`src/shared/tcs_pkg.sv`:
```
package tcs_pkg;

  localparam int NUM_TARIFF  = 4;
  localparam int NUM_SEASON  = 4;
  localparam int NUM_GROUP   = 4;
  localparam int NUM_SPOT    = 4;
  localparam int NUM_HOLIDAY = 20;
  localparam int NUM_WEEKDAY = 7;

  // tariff code 0 is T1
  localparam logic [1:0] TARIFF_RST = 2'h0;
  localparam logic [1:0] TARIFF_T1  = 2'h0;

  // season code 0 is season one
  localparam logic [1:0] SEASON_RST = 2'h0;
  localparam logic [1:0] SEASON_ONE = 2'h0;

  typedef struct packed {
    logic [3:0] month;
    logic [4:0] day;
  } tcs_date_t;

  typedef struct packed {
    logic       valid;
    logic [4:0] hour;
    logic [5:0] minute;
    logic [1:0] tariff;
  } tcs_spot_t;

  typedef struct packed {
    logic [NUM_WEEKDAY-1:0] weekdays;
    logic                   holiday;
    tcs_spot_t [NUM_SPOT-1:0] spots;
  } tcs_group_t;

  typedef struct packed {
    logic                       start_valid;
    tcs_date_t                  start;
    tcs_group_t [NUM_GROUP-1:0] groups;
  } tcs_season_t;

  typedef struct packed {
    logic      valid;
    tcs_date_t date;
  } tcs_holiday_t;

  typedef struct packed {
    tcs_date_t  date;
    logic [2:0] weekday;
    logic [4:0] hour;
    logic [5:0] minute;
    logic [5:0] second;
  } tcs_rtc_t;

endpackage

```
`src/design/tcs_holiday_match.sv`:
```
`timescale 1ns/100ps
module tcs_holiday_match #(
  parameter int N = tcs_pkg::NUM_HOLIDAY
) (
  // stored dates and today
  input  wire tcs_pkg::tcs_holiday_t [N-1:0] i_holidays,
  input  wire tcs_pkg::tcs_date_t            i_today,
  // match
  output logic                               o_hit
);

  // day and month only, so a holiday repeats every year
  always_comb begin
    o_hit = 1'b0;
    for (int i = 0; i < N; i++) begin
      if (i_holidays[i].valid && i_holidays[i].date == i_today) begin
        o_hit = 1'b1;
      end
    end
  end

endmodule // tcs_holiday_match

```
`src/design/tcs_pick.sv`:
```
`timescale 1ns/100ps
module tcs_pick #(
  parameter int N  = 4,
  parameter int KW = 9,
  parameter int IW = (N > 1) ? $clog2(N) : 1
) (
  // candidates
  input  wire logic [N-1:0][KW-1:0] i_key,
  input  wire logic [N-1:0]         i_valid,
  input  wire logic [KW-1:0]        i_cur,
  // winner
  output logic [IW-1:0]             o_idx,
  output logic                      o_found
);

  logic [KW-1:0] le_key;
  logic [KW-1:0] all_key;
  logic [IW-1:0] le_idx;
  logic [IW-1:0] all_idx;
  logic          have_le;

  // ascending scan with >= so the higher index wins equal keys
  always_comb begin
    le_key  = '0;
    all_key = '0;
    le_idx  = '0;
    all_idx = '0;
    have_le = 1'b0;
    o_found = 1'b0;
    for (int i = 0; i < N; i++) begin
      if (i_valid[i]) begin
        if (i_key[i] <= i_cur && (!have_le || i_key[i] >= le_key)) begin
          le_key  = i_key[i];
          le_idx  = IW'(i);
          have_le = 1'b1;
        end
        if (!o_found || i_key[i] >= all_key) begin
          all_key = i_key[i];
          all_idx = IW'(i);
          o_found = 1'b1;
        end
      end
    end
  end

  // before every key: wrap to the latest one
  assign o_idx = have_le ? le_idx : all_idx;

endmodule // tcs_pick

```
`src/design/tcs_tariff_selector.sv`:
```
`timescale 1ns/100ps
module tcs_tariff_selector (
  // clock and reset
  input  wire logic                                       i_clk,
  input  wire logic                                       i_arst_n,
  // settings
  input  wire tcs_pkg::tcs_season_t [tcs_pkg::NUM_SEASON-1:0]   i_seasons,
  input  wire tcs_pkg::tcs_holiday_t [tcs_pkg::NUM_HOLIDAY-1:0] i_holidays,
  // real-time clock
  input  wire tcs_pkg::tcs_rtc_t                          i_rtc,
  input  wire logic                                       i_rtc_sec_tick,
  // source selection
  input  wire logic                                       i_src_inputs,
  input  wire logic [1:0]                                 i_tariff_in,
  input  wire logic                                       i_fixed_en,
  input  wire logic [1:0]                                 i_fixed_tariff,
  // energy counter gating
  input  wire logic                                       i_energy_pulse,
  output logic [tcs_pkg::NUM_TARIFF-1:0]                  o_count_en,
  // active tariff, 0 is T1
  output logic [1:0]                                      o_tariff,
  output logic [1:0]                                      o_season
);

  localparam int NS   = tcs_pkg::NUM_SEASON;
  localparam int NG   = tcs_pkg::NUM_GROUP;
  localparam int NP   = tcs_pkg::NUM_SPOT;
  localparam int NC   = NG * NP;
  localparam int DKW  = 9;
  localparam int TKW  = 11;

  ////////////////////////////////////////////////////////////////////////////
  // season resolution

  logic [NS-1:0][DKW-1:0] s_key;
  logic [NS-1:0]          s_val;
  logic [1:0]             s_idx;
  logic                   s_found;
  wire  [DKW-1:0]         today_key = i_rtc.date;

  // each season's optional start date as a month/day key
  for (genvar s = 0; s < NS; s++) begin : g_season
    assign s_key[s] = i_seasons[s].start;
    assign s_val[s] = i_seasons[s].start_valid;
  end

  tcs_pick #(
    .N   (NS),
    .KW  (DKW),
    .IW  (2)
  ) u_season_pick (
    .i_key   (s_key),
    .i_valid (s_val),
    .i_cur   (today_key),
    .o_idx   (s_idx),
    .o_found (s_found)
  );

  // no start date at all falls back to season one
  wire [1:0] season_sel = s_found ? s_idx : tcs_pkg::SEASON_ONE;
  wire tcs_pkg::tcs_season_t act = i_seasons[season_sel];

  ////////////////////////////////////////////////////////////////////////////
  // day groups

  logic hol_hit;

  tcs_holiday_match #(
    .N (tcs_pkg::NUM_HOLIDAY)
  ) u_holiday (
    .i_holidays (i_holidays),
    .i_today    (i_rtc.date),
    .o_hit      (hol_hit)
  );

  logic [NG-1:0] grp_act;
  logic [NG-1:0] grp_hol;
  logic [NG-1:0] grp_wday;

  // holiday match overrides the weekday selection
  for (genvar g = 0; g < NG; g++) begin : g_group
    assign grp_hol[g]  = act.groups[g].holiday;
    assign grp_wday[g] = act.groups[g].weekdays[i_rtc.weekday];
    assign grp_act[g]  = hol_hit ? grp_hol[g] : grp_wday[g];
  end

  ////////////////////////////////////////////////////////////////////////////
  // time spots

  logic [NC-1:0][TKW-1:0] c_key;
  logic [NC-1:0]          c_val;
  logic [NC-1:0][1:0]     c_tariff;
  logic [3:0]             c_idx;
  logic                   c_found;
  wire  [TKW-1:0]         now_key = {i_rtc.hour, i_rtc.minute};

  // merged set; a later group's spot carries a higher successive number
  for (genvar g = 0; g < NG; g++) begin : g_cg
    for (genvar p = 0; p < NP; p++) begin : g_cp
      assign c_key[g*NP+p]    = {act.groups[g].spots[p].hour,
                                 act.groups[g].spots[p].minute};
      assign c_val[g*NP+p]    = grp_act[g] & act.groups[g].spots[p].valid;
      assign c_tariff[g*NP+p] = act.groups[g].spots[p].tariff;
    end
  end

  tcs_pick #(
    .N   (NC),
    .KW  (TKW),
    .IW  (4)
  ) u_spot_pick (
    .i_key   (c_key),
    .i_valid (c_val),
    .i_cur   (now_key),
    .o_idx   (c_idx),
    .o_found (c_found)
  );

  // nothing valid for today falls back to T1
  wire [1:0] clk_tariff = c_found ? c_tariff[c_idx] : tcs_pkg::TARIFF_T1;

  ////////////////////////////////////////////////////////////////////////////
  // source selection and output register

  // fixed tariff from communication beats both automatic sources
  wire [1:0] src_tariff = i_fixed_en   ? i_fixed_tariff :
                          i_src_inputs ? i_tariff_in    : clk_tariff;
  // the clock path only moves on a new second; other sources follow at once
  wire       load       = i_fixed_en | i_src_inputs | i_rtc_sec_tick;

  logic [1:0] tariff_ff;
  logic [1:0] nxt_tariff;
  logic [1:0] season_ff;
  logic [1:0] nxt_season;

  assign nxt_tariff = load ? src_tariff : tariff_ff;
  assign nxt_season = i_rtc_sec_tick ? season_sel : season_ff;

  always_ff @(posedge i_clk or negedge i_arst_n) begin
    if (!i_arst_n) begin
      tariff_ff <= tcs_pkg::TARIFF_RST;
      season_ff <= tcs_pkg::SEASON_RST;
    end else begin
      tariff_ff <= nxt_tariff;
      season_ff <= nxt_season;
    end
  end

  assign o_tariff = tariff_ff;
  assign o_season = season_ff;

  // only the active tariff's counter sees the energy pulse
  for (genvar t = 0; t < tcs_pkg::NUM_TARIFF; t++) begin : g_cnt
    assign o_count_en[t] = i_energy_pulse & (tariff_ff == 2'(t));
  end

  ////////////////////////////////////////////////////////////////////////////
  // assertion helpers

  // an order-free view of both picks, so the checks below do not
  // repeat the scanning loop that they guard
  logic [NS-1:0] s_after;
  logic [NS-1:0] s_closer;
  logic [NS-1:0] s_later;
  logic [NS-1:0] s_tie_hi;
  logic [NC-1:0] c_after;
  logic [NC-1:0] c_closer;
  logic [NC-1:0] c_later;
  logic [NC-1:0] c_tie_hi;
  logic [NC-1:0] hol_mask;
  logic [NC-1:0] wday_mask;

  // valid starts still to come, nearer than the pick, later than the pick
  for (genvar s = 0; s < NS; s++) begin : g_s_chk
    assign s_after[s]  = s_val[s] & (s_key[s] > today_key);
    assign s_closer[s] = s_val[s] & ~s_after[s] & (s_key[s] > s_key[season_sel]);
    assign s_later[s]  = s_val[s] & (s_key[s] > s_key[season_sel]);
    assign s_tie_hi[s] = s_val[s] & (s_key[s] == s_key[season_sel]) & (2'(s) > season_sel);
  end

  // the same per spot, plus group masks taken straight from the settings
  for (genvar i = 0; i < NC; i++) begin : g_c_chk
    assign c_after[i]   = c_val[i] & (c_key[i] > now_key);
    assign c_closer[i]  = c_val[i] & ~c_after[i] & (c_key[i] > c_key[c_idx]);
    assign c_later[i]   = c_val[i] & (c_key[i] > c_key[c_idx]);
    assign c_tie_hi[i]  = c_val[i] & (c_key[i] == c_key[c_idx]) & (4'(i) > c_idx);
    assign hol_mask[i]  = act.groups[i/NP].holiday;
    assign wday_mask[i] = act.groups[i/NP].weekdays[i_rtc.weekday];
  end
endmodule // tcs_tariff_selector

```
`config.mk`:
```
export PLATFORM = sky130hd
export DESIGN_NAME = tcs_tariff_selector
export DESIGN_NICKNAME = d
export VERILOG_FILES = /design/src/shared/tcs_pkg.sv /design/src/design/tcs_holiday_match.sv /design/src/design/tcs_pick.sv /design/src/design/tcs_tariff_selector.sv
export SDC_FILE = /design/constraint.sdc
export NUM_CORES = 2
export LEC_CHECK = 0
export ABC_CLOCK_PERIOD_IN_PS = 2550
export BUFFER_PORTS_ARGS = -buffer_cell sky130_fd_sc_hd__buf_2
export CAP_MARGIN = 0
export CORE_AREA = 2 2 504 506
export CTS_BUF_LIST = sky130_fd_sc_hd__clkbuf_4 sky130_fd_sc_hd__clkbuf_8 sky130_fd_sc_hd__clkbuf_16
export DETAILED_ROUTE_END_ITERATION = 8
export DIE_AREA = 0 0 506 508
export GPL_ROUTABILITY_DRIVEN = 0
export SKIP_LAST_GASP = 1
export SYNTH_ARGS = -nofsm -noshare
export SYNTH_HDL_FRONTEND = slang
export SYNTH_SLANG_ARGS = --single-unit
```
`constraint.sdc`:
```
create_clock -name i_clk -period 2.55 [get_ports i_clk]
set_clock_uncertainty 0.05 [all_clocks]
set_input_delay 0.51 -clock i_clk [delete_from_list [all_inputs] [get_ports i_clk]]
set_output_delay 0.51 -clock i_clk [all_outputs]
set_load 0.02 [all_outputs]
```
---- Yosys cells after proc, flatten, opt, wreduce, memory -nomap -nowiden ----
Cells that the tools add are included.
operators by class
  $lt $le $gt $ge ......................... 59
  eq/ne operators ......................... 23
  multiplexer cells ....................... 262
  bitwise operators ....................... 22
  reduce and logical (&&, ||, !) cells .... 111
operator list
  kind                count
  $mux 11             59
  $bmux 266 s2        1
  $ge 11x11->1        30
  $mux 256            1
  $mux 4              59
  $eq 9x9->1          20
  $le 11x11->1        16
  $mux 1              110
  $mux 9              11
  $ge 9x9->1          6
  $logic_and 1x1->1   38
  $le 9x9->1          4
  $logic_not 1->1     36
  $logic_or 1x1->1    36
  $mux 2              16
  $and 1x1->1         20
  $bmux 1 s3          4
  $bmux 2 s4          1
  $lt 4x5->1 const B  1
  $eq 2x2->1 const B  2
  $lt 3x4->1 const B  1
  $lt 2x3->1 const B  1
  $eq 2x1->1 const B  1
  $logic_not 2->1     1
  $or 1x1->1          2
storage, ports and cells
  register bits after elaboration ......... 4
  output and inout port bits .............. 8
  word-level logic and storage cells ...... 479

---- Longest topological paths before layout ----
  depth after elaboration ................. 108
  depth in mapped cells ................... 299

---- Hierarchy ----
A second synthesis with hierarchy kept.
unflattened totals
  cell total of the unflattened synthesis .. 4280
  area, all modules ....................... 30586.8 um^2
by module, submodules not included
  module                    instances  cells each  area each (um^2)
  tcs_pick (u_spot_pick)    1          2183        16947.5
  tcs_tariff_selector       1          1501        8828.5
  tcs_pick (u_season_pick)  1          329         2620.0
  tcs_holiday_match         1          267         2190.9

---- Worst setup path before layout ----
No wires, ideal clock.
  path kind ............................... input-to-reg
  start ................................... input port i_rtc[26] (netlist bit)
  end ..................................... register tariff_ff[0], in the netlist o_tariff[0]
  setup time .............................. 82 ps
  arrival time ............................ 49019 ps
  data required time ...................... 2418 ps
  setup slack ............................. -46601 ps
  stages .................................. 284
  cells stage by stage .................... buf_2 -> buf_6 -> inv_1 -> ha_1 -> a211oi_2 -> o21ai_0 -> a2111o_1 -> nand2_2 -> nand2_1 -> ha_1 -> o211ai_1 -> a21oi_1 -> o41ai_1 -> nand2_1 -> o21ai_0 -> buf_1 -> o21ai_0 -> ha_1 -> [... 248 more ...] -> o21a_1 -> o21a_1 -> o21a_1 -> o21a_1 -> o21ai_0 -> nand2b_1 -> a21oi_1 -> o21ai_0 -> o211ai_1 -> o41ai_1 -> nor4_1 -> nand2b_1 -> a311o_1 -> and2_1 -> buf_2 -> mux2_1 -> a221o_1 -> a31oi_1
on the way
  longest elaborated chain between the ends .. 108
RTL lines
  element                                               line                        RTL
  from (decl)                                           tcs_tariff_selector.sv:10   input wire tcs_pkg::tcs_rtc_t i_rtc,
  branches (longest 105 deep; another with $le 9x9->1)  n/a
  $mux 2 *                                              tcs_tariff_selector.sv:120  wire [1:0] clk_tariff = c_found ? c_tariff[c_idx] : tcs_pkg::TARIFF_T1;
  $mux 2 *                                              tcs_tariff_selector.sv:127  i_src_inputs ? i_tariff_in : clk_tariff;
  $mux 2 *                                              tcs_tariff_selector.sv:126  wire [1:0] src_tariff = i_fixed_en ? i_fixed_tariff :
  to (signal assigned)                                  tcs_tariff_selector.sv:141  tariff_ff <= tcs_pkg::TARIFF_RST;
  to (signal assigned)                                  tcs_tariff_selector.sv:144  tariff_ff <= nxt_tariff;
  to (decl)                                             tcs_tariff_selector.sv:131  logic [1:0] tariff_ff;
Every way passes the cells marked *. The select of a mux whose other input is x is not followed.
A chain may end at the register's enable or synchronous reset.

---- Final worst setup path ----
  start ................................... input port i_rtc[22] (netlist bit)
  end ..................................... register tariff_ff[0], in the netlist o_tariff[0]
Same word-level chain as after synthesis.

==> summary.txt <==
Timing
  • Number of setup violations in the final report: 4
  • Max-slew headroom: 30.2%
  • Endpoints failing hold: 0
  • Final setup margin: -40710 ps
  • F_max: 0.0231 GHz
  • Portion of the clock cycle consumed by the worst path in the final layout: 1700%
  • Clock period minus worst slack: 43260 ps
  • Max-slew violation count: 0
  • Final-layout setup total negative slack: -92740 ps
  • Slew at the pin with the worst max-slew slack: 1040 ps
  • Setup repair after global routing missed its margin: yes

Floorplan
  • Area of the core: 0.252 mm^2
  • Die width: 506 um
  • Num rows: 185
  • Die span in y: 508 um
  • Initial core utilization: 12.4%
  • I/O pin count: 1311
  • Area of the die: 0.257 mm^2

Clocking
  • Number of buffers added by the clock tree synthesis step: 3
  • H-tree levels: 1
  • Count of clock tree sinks: 4
  • Clock-pin slew on the worst setup and hold paths: 40 ps
  • Later-pin clock latency in the skew report: 250 ps
  • CTS Root Cell: sky130_fd_sc_hd__clkbuf_16
  • Clock tree from TritonCTS: yes
  • Count of hold buffers inserted by post-cts repair: 0
  • Maximum root-to-sink buffer count: 2

Drt
  • WL final: 296 mm
  • Antenna Nets Post-Route: 0
  • Drt initial violations: 4896
  • First-pass DRT Iterations: 6
  • Post-detailed-route via-to-cell ratio: 4.60
  • Via Count: 49500
  • Routed len/inst: 27.6 um
  • Remaining DRCs: 0

Power
  • Clock share of power: 0.3%
  • Pleak: 27.0 nW
  • Total power: 0.112 W
  • VDD IR-drop max: 0.00144 V
  • Switch Pwr: 0.0558 W
  • Proportion of total power due to net switching: 49.8%
  • Part of the power in combinational logic: 99.6%
  • Part of the total power dissipated in sequential elements: 0.1%
  • Int Pwr: 0.0562 W
  • PD cells: 2040 mW/mm^2

Yosys
  • Number of enable-type register cells in the synthesized netlist: 0
  • Register bit count reported by yosys: 4
  • FFs w/ async S/R, synth: 100%
  • Main flop type after synthesis: sky130_fd_sc_hd__dfrtp_1
  • Avg Inst Size Synth: 6.68 um^2
  • Cell area after synthesis: 0.0314 mm^2
  • Synthesized Nets: 6599
  • Number of warning messages in the yosys log: 0
  • Number of distinct library cell variants in the gate-level netlist after synthesis: 113
  • Syn Inst Count: 4700
  • Portion of the post-synthesis area used by sequential elements: 0.319%

Setup path
  • Most repeated library cell on the critical path: sky130_fd_sc_hd__o21a_1
  • WS Path Type: in -> reg
  • Flop-to-flop setup slack: 1270 ps
  • Data arrival time of the critical path: 43370 ps
  • CP peak stage delay: 570 ps
  • Kind of end point of the critical path: register
  • Library cell contributing the largest single delay on the critical path: sky130_fd_sc_hd__or4_4
  • Family with the most delay on the worst path: compound AO/OA/AOI/OAI gates
  • Req. time, crit path: 2660 ps
  • Number of buffers and inverters on the critical path: 20
  • Crit Path Max Fanout: 8
  • Startpoint Class: input port

GRT
  • Wire length of the first global-routing pass: 384 mm
  • Maximum number of pins on one net before global-route repair: 72
  • Final global-route overflow total: 0
  • GRT Overall Usage: 21.6%
  • Vias in the first global route: 46400
  • Number of antenna violations at the first check in global routing: 291

Finish
  • Post-layout net count: 9110
  • Most frequent standard cell in the layout excluding fill and tap cells: sky130_fd_sc_hd__buf_4
  • Final Instance Area: 0.0549 mm^2
  • Share of layout cells above drive strength 1: 43.3%
  • Commonest cells after routing, fill and taps aside: sky130_fd_sc_hd__buf_4, sky130_fd_sc_hd__buf_2, sky130_fd_sc_hd__nand2_1
  • Number of filler instances in the final layout: 28600
  • Area Overhead vs Synth: 74.7%

Outcome
  • Outcome: finished with violations
  • Violations in the final reports: negative setup slack

Place
  • Area after detailed placement: 0.0516 mm^2
  • Worst slack at placement: -42940 ps
  • HPWL reported at the end of detailed placement: 257 mm
  • Port Buffer Count: 1304

Hold path
  • Class of the tightest hold or removal check: in -> async

Flow run
  • Max-capacitance violation count: 0
-- metal layers --
| layer | vias to the layer above | track usage (%) | routed length [um] |
|---|---|---|---|
| li1 | 22400 | - | - |
| met1 | 22800 | 24.3 | 110000 |
| met2 | 3107 | 32.9 | 123000 |
| met3 | 977 | 9.01 | 36400 |
| met4 | 148 | 15.1 | 26100 |
| met5 | - | 0.852 | 1030 |
-- path summary, 6_finish.rpt --
path,start,end,cells after the start
min in group i_clk,o_season[1]$_DFFE_PN0P_,o_season[1]$_DFFE_PN0P_,1
worst min register to register,o_season[1]$_DFFE_PN0P_,o_season[1]$_DFFE_PN0P_,1
max in group asynchronous,i_arst_n,o_tariff[0]$_DFFE_PN0P_,1
worst min-delay path,i_arst_n,o_season[1]$_DFFE_PN0P_,1
worst max-delay path,i_rtc[22],o_tariff[0]$_DFFE_PN0P_,272
worst max register to register,o_tariff[1]$_DFFE_PN0P_,o_tariff[1]$_DFFE_PN0P_,2
-- cell usage after synthesis (120+ instances only) --
library cell / instances / area, um^2
sky130_fd_sc_hd__ha_1: 596 / 7460
sky130_fd_sc_hd__nor2_1: 167 / 627
sky130_fd_sc_hd__nand2_1: 1144 / 4290
sky130_fd_sc_hd__a21oi_1: 173 / 866
sky130_fd_sc_hd__o21a_1: 220 / 1650
sky130_fd_sc_hd__a31oi_1: 186 / 1160
sky130_fd_sc_hd__nand4_1: 123 / 769
sky130_fd_sc_hd__nand3_1: 149 / 746
sky130_fd_sc_hd__o21ai_0: 173 / 866
sky130_fd_sc_hd__and3_1: 169 / 1060
sky130_fd_sc_hd__xor2_1: 120 / 1050
sky130_fd_sc_hd__mux2i_1: 138 / 1380
sky130_fd_sc_hd__inv_1: 175 / 657
-- registers in the layout (all words and copies together) (netlist names) --
signal	flops
o_season	2
o_tariff	2
-- stage by stage --
step / util [%] / hold slack (ps) / cells
global route: 21.7 / 75.7 / 10700
detailed placement: 20.4 / 316 / 10400
global placement: 20.4 / 312 / 10400
floorplan: - / 164 / 4700
CTS: 21.1 / 61.0 / 10500
finish: 21.8 / 88.2 / 10800
-- cell type report --
| type | instances | area [um^2] | share of cell area, % |
|---|---|---|---|
| multi-input cells | 4258 | 30800 | 56.2 |
| clock buffers | 3 | 75.1 | 0.137 |
| inverters | 175 | 664 | 1.21 |
| flip-flops and latches | 4 | 100 | 0.182 |
| repair buffers | 2769 | 18500 | 33.8 |
| diodes | 184 | 460 | 0.839 |
| well taps | 3366 | 4210 | 7.67 |
-- power groups by stage --
stage | registers (W) | logic (W) | clock network (W)
after floorplan | 0.000151 | 0.0532 | 0
after global placement | 0.000150 | 0.0984 | 0
after detailed placement | 0.000150 | 0.0989 | 0
after CTS | 0.000149 | 0.105 | 0.000276
after global routing | 0.000156 | 0.120 | 0.000282
final | 0.000160 | 0.112 | 0.000281
-- worst reg2reg max path, stage by stage (launching register included) --
cell and delay [ps]:
sky130_fd_sc_hd__dfrtp_1 520, sky130_fd_sc_hd__o41ai_1 500, sky130_fd_sc_hd__a31oi_1 70
-- cell families after synthesis --
logic type      after synthesis  share of synthesized area [%]
simple gates               2103                           30.8
compound gates             1167                           26.2
fa+ha+maj                   596                           23.7
buf+inv                     439                           6.47
mux                         211                           7.47
xor+xnor                    180                           5.02
flops                         4                          0.319
-- timing repair --
action                                  in CTS  in global routing
resized for setup                          140                127
cloned                                       8                  6
pin swaps                                  110                135
buffers inserted                            91                 62
endpoints found under the setup margin       4                  4
hold endpoints to repair                     0                  0
Power figures use the tool's default switching activity.
